==> src/design/cfgp_pkg.sv <==
// Constants, types and helpers of the configuration port block.
// Assumes a 40 MHz core clock; all counts derive from it.
package cfgp_pkg;

    // ==========================================================
    // Clock and timing
    localparam int CLK_MHZ         = 40;
    localparam int CLEAR_TIME_NS   = 2000;
    localparam int STARTUP_TIME_NS = 500;
    localparam int BUSY_TIME_NS    = 100;
    localparam int CONFIG_SHIFT_CLOCK_HALF_NS    = 250;
    localparam logic [7:0] CLEAR_CYC   = 8'((CLEAR_TIME_NS * CLK_MHZ + 999) / 1000);
    localparam logic [7:0] STARTUP_CYC = 8'((STARTUP_TIME_NS * CLK_MHZ + 999) / 1000);
    localparam logic [7:0] BUSY_CYC    = 8'((BUSY_TIME_NS * CLK_MHZ + 999) / 1000);
    localparam logic [7:0] CONFIG_SHIFT_CLOCK_HALF   = 8'((CONFIG_SHIFT_CLOCK_HALF_NS * CLK_MHZ + 999) / 1000);

    // ==========================================================
    // Mode codes and header length
    localparam logic [2:0] MODE_MASTER_SER = 3'h0;
    localparam logic [2:0] MODE_SLAVE_SER  = 3'h7;
    localparam logic [2:0] MODE_BYTE_PAR   = 3'h6;
    localparam logic [7:0] HDR_BITS        = 8'h20;

    // ==========================================================
    // Register map (byte addresses) and fields
    localparam logic [4:0] REG_CTRL   = 5'h00;
    localparam logic [4:0] REG_LEN    = 5'h04;
    localparam logic [4:0] REG_STATUS = 5'h08;
    localparam logic [4:0] REG_DATA   = 5'h0C;
    localparam int CTRL_KEEP_BIT    = 0;
    localparam int CTRL_DONE_OD_BIT = 1;
    localparam int CTRL_GCLK_LSB    = 4;
    localparam int CTRL_RESTART_BIT = 8;
    localparam int STAT_MODE_LSB    = 2;
    localparam int STAT_BUSY_BIT    = 5;
    localparam int STAT_COUNT_LSB   = 16;
    localparam int DATA_LAST_LSB    = 8;
    localparam logic [15:0] CTRL_RST = 16'h00F0;
    localparam logic [15:0] LEN_RST  = 16'h0010;

    typedef enum logic [1:0] {ST_CLEAR, ST_LOAD, ST_STARTUP, ST_USER} cfgp_state_t;

    function automatic logic cfgp_is_byte(input logic [2:0] m);
        return m == MODE_BYTE_PAR;
    endfunction

    function automatic logic cfgp_is_master(input logic [2:0] m);
        return m == MODE_MASTER_SER;
    endfunction

endpackage

==> src/design/cfgp_sync2.sv <==
// Two-flop synchroniser for a vector of pin levels.
// Assumes each bit is an independent slow level or clock pin.
`timescale 1ns/1ps
module cfgp_sync2 #(
    parameter int W = 1
) (
    input  wire logic         core_clk,
    input  wire logic         rstn,
    input  wire logic [W-1:0] d,
    output logic      [W-1:0] q
);
    logic [W-1:0] meta_q;

    always_ff @(posedge core_clk or negedge rstn) begin
        if (!rstn) begin
            meta_q <= '0;
            q      <= '0;
        end else begin
            meta_q <= d;
            q      <= meta_q;
        end
    end
endmodule

==> src/design/cfgp_port.sv <==
// Configuration port of a programmable device: pins, load sequencer, registers.
// Assumes pins arrive asynchronous to core_clk and an Avalon-MM master on the bus.
//
// Function
// - Mode comes from the three mode pins, taken as memory clearing ends.
// - Config clock is input in serial-slave and byte modes, driven out in master.
// - After configuration the config clock is input only and ignored.
// - Low on the restart pin starts a fresh configuration.
// - Done pin shows loading finished and start-up running; may be open drain.
// - Clearing status pin is held low while memory is cleared.
// - Busy throttles byte acceptance in byte mode; host honours it.
// - In serial modes header bits are passed on the chain output.
// - In byte mode eight data pins carry configuration bytes in.
// - In serial modes one data input carries the bit stream.
// - Port pins revert to user I/O after configuration unless retained in byte mode; serial modes always revert.
// - Four global clock pads feed clock routing or act as user inputs.
//
// Added by the designer: the Avalon-MM slave port and the address map.
`timescale 1ns/1ps
module cfgp_port
    import cfgp_pkg::*;
(
    input  wire logic        core_clk,
    input  wire logic        rstn,
    input  wire logic [4:0]  avs_address,
    input  wire logic        avs_read,
    input  wire logic        avs_write,
    input  wire logic [31:0] avs_writedata,
    input  wire logic [3:0]  avs_byteenable,
    output logic      [31:0] avs_readdata,
    output logic             avs_waitrequest,
    input  wire logic [2:0]  config_mode_select,
    input  wire logic        config_shift_clock_in,
    output logic             config_shift_clock_out,
    output logic             config_shift_clock_oe,
    input  wire logic        restart_req_n,
    input  wire logic        done_pin_in,
    output logic             done_pin_out,
    output logic             done_pin_oe,
    input  wire logic        mem_clear_n_in,
    output logic             mem_clear_n_out,
    output logic             mem_clear_n_oe,
    output logic             busy_dout_out,
    output logic             busy_dout_oe,
    input  wire logic [7:0]  parallel_cfg_data_in,
    output logic      [7:0]  parallel_cfg_data_out,
    output logic      [7:0]  parallel_cfg_data_oe,
    input  wire logic        cfg_write_n,
    input  wire logic        cfg_select_n,
    input  wire logic [3:0]  global_clock_pad,
    output logic      [3:0]  global_clock_route,
    output logic      [3:0]  global_user_in,
    input  wire logic [9:0]  user_pin_out,
    input  wire logic [9:0]  user_pin_oe,
    output logic      [10:0] user_pin_in,
    output logic      [7:0]  cfg_byte,
    output logic             cfg_byte_valid,
    output logic             config_done
);

    // ==========================================================
    // Pin synchronisers
    logic [20:0] sync_w;
    logic [3:0]  gclk_s;
    logic [2:0]  mode_s;
    logic [7:0]  data_s;
    logic        config_shift_clock_s, prog_s, wr_n_s, cs_n_s, done_s, init_s;

    cfgp_sync2 #(.W(21)) u_sync (
        .core_clk (core_clk),
        .rstn     (rstn),
        .d        ({global_clock_pad, config_mode_select, config_shift_clock_in,
                    restart_req_n, parallel_cfg_data_in, cfg_write_n, cfg_select_n,
                    done_pin_in, mem_clear_n_in}),
        .q        (sync_w)
    );
    assign {gclk_s, mode_s, config_shift_clock_s, prog_s, data_s, wr_n_s, cs_n_s, done_s, init_s} = sync_w;

    // ==========================================================
    // State
    cfgp_state_t state_q, state_d;
    logic [2:0]  mode_q;
    logic [7:0]  tmr_q, tmr_d;
    logic [7:0]  div_q, busy_cnt_q, hdr_cnt_q;
    logic        mclk_q, config_shift_clock_prev_q, dout_q;
    logic [2:0]  bit_cnt_q;
    logic [7:0]  shreg_q, sum_q;
    logic [15:0] byte_cnt_q, ctrl_q, len_q;
    logic        wait_q, sw_restart_q;

    // ==========================================================
    // Decode
    logic serial_w, master_w, loading_w, user_w, keep_w, od_w;
    logic config_shift_clock_rise_w, mclk_rise_w, div_end_w, bit_tick_w, accept_w, busy_w;
    logic byte_done_w, last_byte_w, restart_w, done_lvl_w;
    logic [7:0] new_byte_w;
    logic [3:0] gclk_use_w;

    assign serial_w    = !cfgp_is_byte(mode_q);
    assign master_w    = cfgp_is_master(mode_q);
    assign loading_w   = state_q == ST_LOAD;
    assign user_w      = state_q == ST_USER;
    assign keep_w      = ctrl_q[CTRL_KEEP_BIT] && !serial_w;
    assign od_w        = ctrl_q[CTRL_DONE_OD_BIT];
    assign gclk_use_w  = ctrl_q[CTRL_GCLK_LSB +: 4];
    assign div_end_w   = div_q == CONFIG_SHIFT_CLOCK_HALF - 8'h01;
    assign config_shift_clock_rise_w = config_shift_clock_s && !config_shift_clock_prev_q;
    assign mclk_rise_w = div_end_w && !mclk_q;
    assign bit_tick_w  = loading_w && serial_w
                         && (master_w ? mclk_rise_w : config_shift_clock_rise_w);
    assign busy_w      = busy_cnt_q != 8'h00;
    assign accept_w    = loading_w && !serial_w && config_shift_clock_rise_w
                         && !cs_n_s && !wr_n_s && !busy_w;
    assign new_byte_w  = serial_w ? {shreg_q[6:0], data_s[0]} : data_s;
    assign byte_done_w = serial_w ? (bit_tick_w && bit_cnt_q == 3'h7) : accept_w;
    assign last_byte_w = byte_done_w && (byte_cnt_q + 16'h0001 >= len_q);
    assign restart_w   = !prog_s || sw_restart_q;
    assign done_lvl_w  = state_q == ST_STARTUP || user_w;

    // ==========================================================
    // Sequencer
    always_comb begin
        state_d = state_q;
        tmr_d   = tmr_q == 8'h00 ? 8'h00 : tmr_q - 8'h01;
        case (state_q)
            ST_CLEAR: begin
                if (tmr_q == 8'h00 && init_s) begin
                    state_d = ST_LOAD;
                end
            end
            ST_LOAD: begin
                if (last_byte_w) begin
                    state_d = ST_STARTUP;
                    tmr_d   = STARTUP_CYC;
                end
            end
            ST_STARTUP: begin
                if (tmr_q == 8'h00 && done_s) begin
                    state_d = ST_USER;
                end
            end
            ST_USER: state_d = ST_USER;
            default: state_d = ST_CLEAR;
        endcase
        if (restart_w) begin
            state_d = ST_CLEAR;
            tmr_d   = CLEAR_CYC;
        end
    end

    always_ff @(posedge core_clk or negedge rstn) begin
        if (!rstn) begin
            state_q <= ST_CLEAR;
            tmr_q   <= CLEAR_CYC;
            mode_q  <= MODE_SLAVE_SER;
        end else begin
            state_q <= state_d;
            tmr_q   <= tmr_d;
            if (state_q == ST_CLEAR && state_d == ST_LOAD) begin
                mode_q <= mode_s;
            end
        end
    end

    // ==========================================================
    // Master clock divider, edge finder, busy throttle
    always_ff @(posedge core_clk or negedge rstn) begin
        if (!rstn) begin
            div_q       <= 8'h00;
            mclk_q      <= 1'b0;
            config_shift_clock_prev_q <= 1'b0;
            busy_cnt_q  <= 8'h00;
        end else begin
            div_q       <= div_end_w ? 8'h00 : div_q + 8'h01;
            mclk_q      <= (loading_w && master_w) ? (mclk_q ^ div_end_w) : 1'b0;
            config_shift_clock_prev_q <= config_shift_clock_s;
            if (accept_w) begin
                busy_cnt_q <= BUSY_CYC;
            end else if (busy_w) begin
                busy_cnt_q <= busy_cnt_q - 8'h01;
            end
        end
    end

    // ==========================================================
    // Data path: serial shift, header forward, byte output
    always_ff @(posedge core_clk or negedge rstn) begin
        if (!rstn) begin
            shreg_q    <= 8'h00;
            bit_cnt_q  <= 3'h0;
            hdr_cnt_q  <= 8'h00;
            dout_q     <= 1'b0;
            byte_cnt_q <= 16'h0000;
            sum_q      <= 8'h00;
            cfg_byte   <= 8'h00;
        end else if (state_q == ST_CLEAR) begin
            bit_cnt_q  <= 3'h0;
            hdr_cnt_q  <= 8'h00;
            byte_cnt_q <= 16'h0000;
            sum_q      <= 8'h00;
        end else begin
            if (bit_tick_w) begin
                shreg_q   <= new_byte_w;
                bit_cnt_q <= bit_cnt_q + 3'h1;
                if (hdr_cnt_q < HDR_BITS) begin
                    dout_q    <= data_s[0];
                    hdr_cnt_q <= hdr_cnt_q + 8'h01;
                end
            end
            if (byte_done_w) begin
                cfg_byte   <= new_byte_w;
                byte_cnt_q <= byte_cnt_q + 16'h0001;
                sum_q      <= sum_q ^ new_byte_w;
            end
        end
    end

    // ==========================================================
    // Pin drivers
    logic       config_shift_clock_oe_d, done_out_d, done_oe_d, init_out_d, init_oe_d;
    logic       bd_out_d, bd_oe_d, port_user_w;
    logic [7:0] d_out_d, d_oe_d;

    assign port_user_w = user_w && !keep_w;
    assign config_shift_clock_oe_d   = loading_w && master_w;
    assign done_out_d  = od_w ? 1'b0 : done_lvl_w;
    assign done_oe_d   = od_w ? !done_lvl_w : 1'b1;
    assign init_out_d  = user_w ? user_pin_out[9] : 1'b0;
    assign init_oe_d   = user_w ? user_pin_oe[9]
                       : (state_q == ST_CLEAR && tmr_q != 8'h00);
    assign bd_out_d    = port_user_w ? user_pin_out[8]
                       : (serial_w ? dout_q : busy_w);
    assign bd_oe_d     = port_user_w ? user_pin_oe[8] : (loading_w || user_w);
    assign d_out_d     = port_user_w ? user_pin_out[7:0] : 8'h00;
    assign d_oe_d      = port_user_w ? user_pin_oe[7:0] : 8'h00;

    always_ff @(posedge core_clk or negedge rstn) begin
        if (!rstn) begin
            config_shift_clock_out <= 1'b0;
            config_shift_clock_oe  <= 1'b0;
            done_pin_out           <= 1'b0;
            done_pin_oe            <= 1'b1;
            mem_clear_n_out        <= 1'b0;
            mem_clear_n_oe         <= 1'b1;
            busy_dout_out          <= 1'b0;
            busy_dout_oe           <= 1'b0;
            parallel_cfg_data_out  <= 8'h00;
            parallel_cfg_data_oe   <= 8'h00;
            global_clock_route     <= 4'h0;
            global_user_in         <= 4'h0;
            user_pin_in            <= 11'h000;
            cfg_byte_valid         <= 1'b0;
            config_done            <= 1'b0;
        end else begin
            config_shift_clock_out <= mclk_q;
            config_shift_clock_oe  <= config_shift_clock_oe_d;
            done_pin_out           <= done_out_d;
            done_pin_oe            <= done_oe_d;
            mem_clear_n_out        <= init_out_d;
            mem_clear_n_oe         <= init_oe_d;
            busy_dout_out          <= bd_out_d;
            busy_dout_oe           <= bd_oe_d;
            parallel_cfg_data_out  <= d_out_d;
            parallel_cfg_data_oe   <= d_oe_d;
            global_clock_route     <= gclk_s & gclk_use_w;
            global_user_in         <= gclk_s & ~gclk_use_w;
            user_pin_in            <= port_user_w ? {cs_n_s, wr_n_s, init_s, data_s}
                                                  : 11'h000;
            cfg_byte_valid         <= byte_done_w;
            config_done            <= user_w;
        end
    end

    // ==========================================================
    // Avalon-MM slave, one wait state
    logic        sel_ctrl_w, sel_len_w, wr_go_w;
    logic [31:0] rd_mux_w;

    function automatic logic [15:0] be_merge(input logic [15:0] old_v,
                                              input logic [31:0] wd,
                                              input logic [3:0]  be);
        return {be[1] ? wd[15:8] : old_v[15:8], be[0] ? wd[7:0] : old_v[7:0]};
    endfunction

    assign sel_ctrl_w = avs_address[4:2] == REG_CTRL[4:2];
    assign sel_len_w  = avs_address[4:2] == REG_LEN[4:2];
    assign wr_go_w    = avs_write && !wait_q;
    assign rd_mux_w   =
        sel_ctrl_w ? {16'h0000, ctrl_q} :
        sel_len_w  ? {16'h0000, len_q} :
        avs_address[4:2] == REG_STATUS[4:2] ?
            {byte_cnt_q, 10'h000, busy_w, mode_q, state_q} :
        avs_address[4:2] == REG_DATA[4:2] ? {16'h0000, cfg_byte, sum_q} : 32'h0000_0000;

    always_ff @(posedge core_clk or negedge rstn) begin
        if (!rstn) begin
            wait_q       <= 1'b1;
            avs_readdata <= 32'h0000_0000;
            ctrl_q       <= CTRL_RST;
            len_q        <= LEN_RST;
            sw_restart_q <= 1'b0;
        end else begin
            wait_q       <= !((avs_read || avs_write) && wait_q);
            sw_restart_q <= 1'b0;
            if (avs_read && wait_q) begin
                avs_readdata <= rd_mux_w;
            end
            if (wr_go_w && sel_ctrl_w) begin
                ctrl_q       <= be_merge(ctrl_q, avs_writedata, avs_byteenable)
                                & ~(16'h0001 << CTRL_RESTART_BIT);
                sw_restart_q <= avs_byteenable[1] && avs_writedata[CTRL_RESTART_BIT];
            end
            if (wr_go_w && sel_len_w) begin
                len_q <= be_merge(len_q, avs_writedata, avs_byteenable);
            end
        end
    end
    assign avs_waitrequest = wait_q;
endmodule

==> config.mk <==
export PLATFORM = sky130hd
export DESIGN_NAME = cfgp_port
export DESIGN_NICKNAME = d
export VERILOG_FILES = /design/src/design/cfgp_pkg.sv /design/src/design/cfgp_sync2.sv /design/src/design/cfgp_port.sv
export SDC_FILE = /design/constraint.sdc
export NUM_CORES = 1
export LEC_CHECK = 0
export ABC_AREA = 0
export BUFFER_PORTS_ARGS = -buffer_cell sky130_fd_sc_hd__buf_4
export CORE_MARGIN = 2
export CORE_UTILIZATION = 40
export CTS_CLUSTER_SIZE = 24
export DETAILED_ROUTE_END_ITERATION = 7
export GPL_ROUTABILITY_DRIVEN = 0
export HOLD_SLACK_MARGIN = 0.05
export PLACE_DENSITY = 0.67
export SLEW_MARGIN = 20
export SYNTH_ARGS = -nofsm -noshare
export SYNTH_HDL_FRONTEND = slang
export SYNTH_SLANG_ARGS = --single-unit
==> constraint.sdc <==
create_clock -name core_clk -period 5.7 [get_ports core_clk]
set_input_delay 0.285 -clock core_clk [delete_from_list [all_inputs] [get_ports core_clk]]
set_output_delay 0.285 -clock core_clk [all_outputs]
set_load 0.02 [all_outputs]
==> reports/results.tsv <==
stage	metric	value	unit
status	outcome	finished clean	
setup_path	Req. time, crit path	6.13	ns
floorplan	core area	23500	µm²
clock_network	clk slew on worst S/H paths	0.06	ns
synth	most frequent cell after synthesis	dfrtp_1	
grt	grt ovf	0	
cells_and_area	post-route design area	12600	µm²
setup_path	cell-by-cell trace of the critical path	nand4_1 > or3_1 > o31a_1 > or2_2 > ha_1 > nand4_1 > or3_1 > a2111oi_0 > o32a_1 > o21ai_0	
detailed_routing	initial drt markers	282	
placed_design	Detailed Place HPWL	15.1	mm
setup_path	CP arrival	4.38	ns
run	Max Cap Viol	0	
grt	largest net degree at the start of global routing	134	
cells_and_area	fin nets	1123	
synth	Post-synth EDFFs	0	
detailed_routing	vias per cell	4.95	
clock_network	Resized cells post-CTS	0	
timing	TNS Setup	0	ns
setup_path	worst path bufs/invs	0	
placed_design	Port Buf Inserts	151	
clock_network	clk_lat worst skew	0.52	ns
setup_path	slowest CP cell	a2111oi_0	
synth	most area-consuming cells after synthesis	dfrtp_1 (57%), mux2_2 (5.9%), dfstp_2 (3.5%)	
clock_network	CTS root buf	clkbuf_16	
detailed_routing	via count	6694	
cells_and_area	P&R area growth vs syn	30.5	%
grt	vias in the first global route	6885	
timing	Max-slew headroom	33.0	%
power	P_leak	6.26	nW
clock_network	Clock Tree Buf Depth	3	
cells_and_area	layout cells sized above 1	27.4	%
timing	Least-Margin Pin Slew	1.01	ns
floorplan	initial core utilization	40.9	%
synth	FFs w/ async S/R, synth	100	%
setup_path	CP Class	reg -> reg	
timing	WHS	0.0696	ns
clock_network	CTS tree	built	
timing	Final Hold Fails	0	
detailed_routing	WL/cell	16.3	µm
grt	initial antenna violation count	0	
power	VDD IR max	0.215	mV
timing	Slew Limit Fails	0	
floorplan	Die W	159	µm
cells_and_area	Util after Layout	53.3	%
synth	synthesized flop and latch total	234	
synth	cell accounting for the most synthesized area	dfrtp_1	
timing	final worst-path cycle share	69.3	%
setup_path	Max stage delay on crit path	0.53	ns
power	Power Density	322	nW/µm²
timing	clk_skew	0.0137	ns
timing	RSZ-0062 raised after global routing	no	
synth	syn nets	910	
grt	Global Route Usage Sum	17.5	%
clock_network	# clock sinks	234	
clock_network	H-tree levels	1	
synth	synth cell count leaders	dfrtp_1 (221), nand2_1 (81), mux2_2 (50)	
synth	Ys Warns	0	
detailed_routing	drt first pass iters	5	
placed_design	Area after DPL	11100	µm²
setup_path	Setup crit start kind	flop	
detailed_routing	routed wire length	22.1	mm
synth	top-area cell type share of the netlist area	57.5	%
setup_path	crit-path leading delay family	simple AND/OR/NAND/NOR gates	
timing	Fmax achieved	253	MHz
hold_path	Hold Path Class	in -> reg	
timing	Period minus WS final	3.95	ns
detailed_routing	antenna-violating nets left	0	
synth	mapped cell area	9620	µm²
clock_network	CTS Buf Count	26	
grt	first-pass GRT wire length	36.2	mm
synth	Top FF cell, synth	dfrtp_1	
synth	synthesized area per cell	12.0	µm²
floorplan	Ports	172	
detailed_routing	# DRC	0	
floorplan	Die Height	159	µm
synth	Seq/Total Area, Yosys	61.0	%
timing	Final setup viols	0	
floorplan	Die ar.	25300	µm²
cells_and_area	number of antenna diodes	0	
setup_path	CP Max Fanout	8	
setup_path	Critical Path End Type	flop	
synth	post-synthesis cell type count	56	
synth	cell count after synthesis	799	
floorplan	Std-Cell Rows	56	
path summary, 6_finish.rpt:
kind	startpoint	end	slack (ns)	cells past startpoint
worst min register to register	u_sync.meta_q[15]	u_sync.q[15]	0.34	0
min in group asynchronous	rstn	parallel_cfg_data_out[6]	0.47	2
worst min-delay path	user_pin_out[9]	mem_clear_n_out	0.07	2
max in group asynchronous	rstn	ctrl_q[7]	4.16	3
worst max-delay path	byte_cnt_q[2]	tmr_q[6]	1.75	10
worst max register to register	byte_cnt_q[2]	tmr_q[6]	1.75	10
area by class of cell:
| cell class | instances | area [µm²] |
|---|---|---|
| Fill cell | 2045 | 11000 |
| Sequential cell | 234 | 5870 |
| Multi-Input combinational cell | 499 | 3510 |
| Timing Repair Buffer | 216 | 1790 |
| Clock buffer | 41 | 798 |
| Tap cell | 319 | 399 |
| Inverter | 35 | 131 |
| Clock inverter | 7 | 60.1 |
cells in the final DEF (no fill, tap or decap), drive strengths merged, types with 3 or more instances in the layout:
cell,instances
dfrtp,221
dfstp,13
clkbuf,41
a21oi,23
nand3,16
nor2b,11
a22o,23
mux2,50
o22ai,7
xor2,8
nor4,4
nand2,81
or2,8
or3,4
nor2,37
o21ai,46
ha,25
a21o,4
or4,5
xnor2,12
o21a,4
and2,11
clkinv,6
nand4,6
nor3,20
dlygate4sd3,60
nor4b,3
inv,35
mux2i,22
buf,156
mux4,6
and3,34
repair_timing:
item                      in CTS  in global routing
hold buffers                  60                  0
buffers inserted               0                  0
hold endpoints to repair     199                  0
registers in the layout (all words and copies together), names as in the netlist, 11 cells and up:
| name | cells |
|---|---|
| avs_readdata | 32 |
| ctrl_q | 15 |
| user_pin_in | 11 |
| u_sync.meta_q | 21 |
| u_sync.q | 21 |
| byte_cnt_q | 16 |
| len_q | 16 |
power breakdown:
group / internal [mW] / switching [mW]
Sequential: 1.78 / 0.0751
Combinational: 0.274 / 0.270
Clock: 1.00 / 0.641
Total: 3.06 / 0.986
stage by stage:
stage	total power, mW	worst slack, ns	cells
6_report	4.04	1.75	1351
5_1_grt	4.23	1.47	1351
4_1_cts	4.10	1.76	1351
3_5_place_dp	2.40	1.78	1243
3_3_place_gp	2.39	1.82	1243
2_1_floorplan	2.20	2.14	799
layer usage:
layer  vias to the layer above  share of wire, %  track usage (%)
li1                       3225                 -                -
met1                      3276                45             23.8
met2                       154                49             29.5
met3                        39               4.0             2.50
met4                         0               2.5             5.04
met5                         -                 0                0
logic make-up (layout without fill, tap and decap cells):
family | Yosys count | count (layout) | synth area share (%)
AND/OR/NAND/NOR | 255 | 255 | 13.8
flip-flops | 234 | 234 | 61.0
AO/OA/AOI/OAI | 121 | 121 | 7.98
multiplexers | 78 | 78 | 9.54
buffers and inverters | 66 | 299 | 2.64
adder cells (fa/ha/maj) | 25 | 25 | 3.25
XOR/XNOR | 20 | 20 | 1.82
No activity file was read; power rests on OpenSTA's default activity.
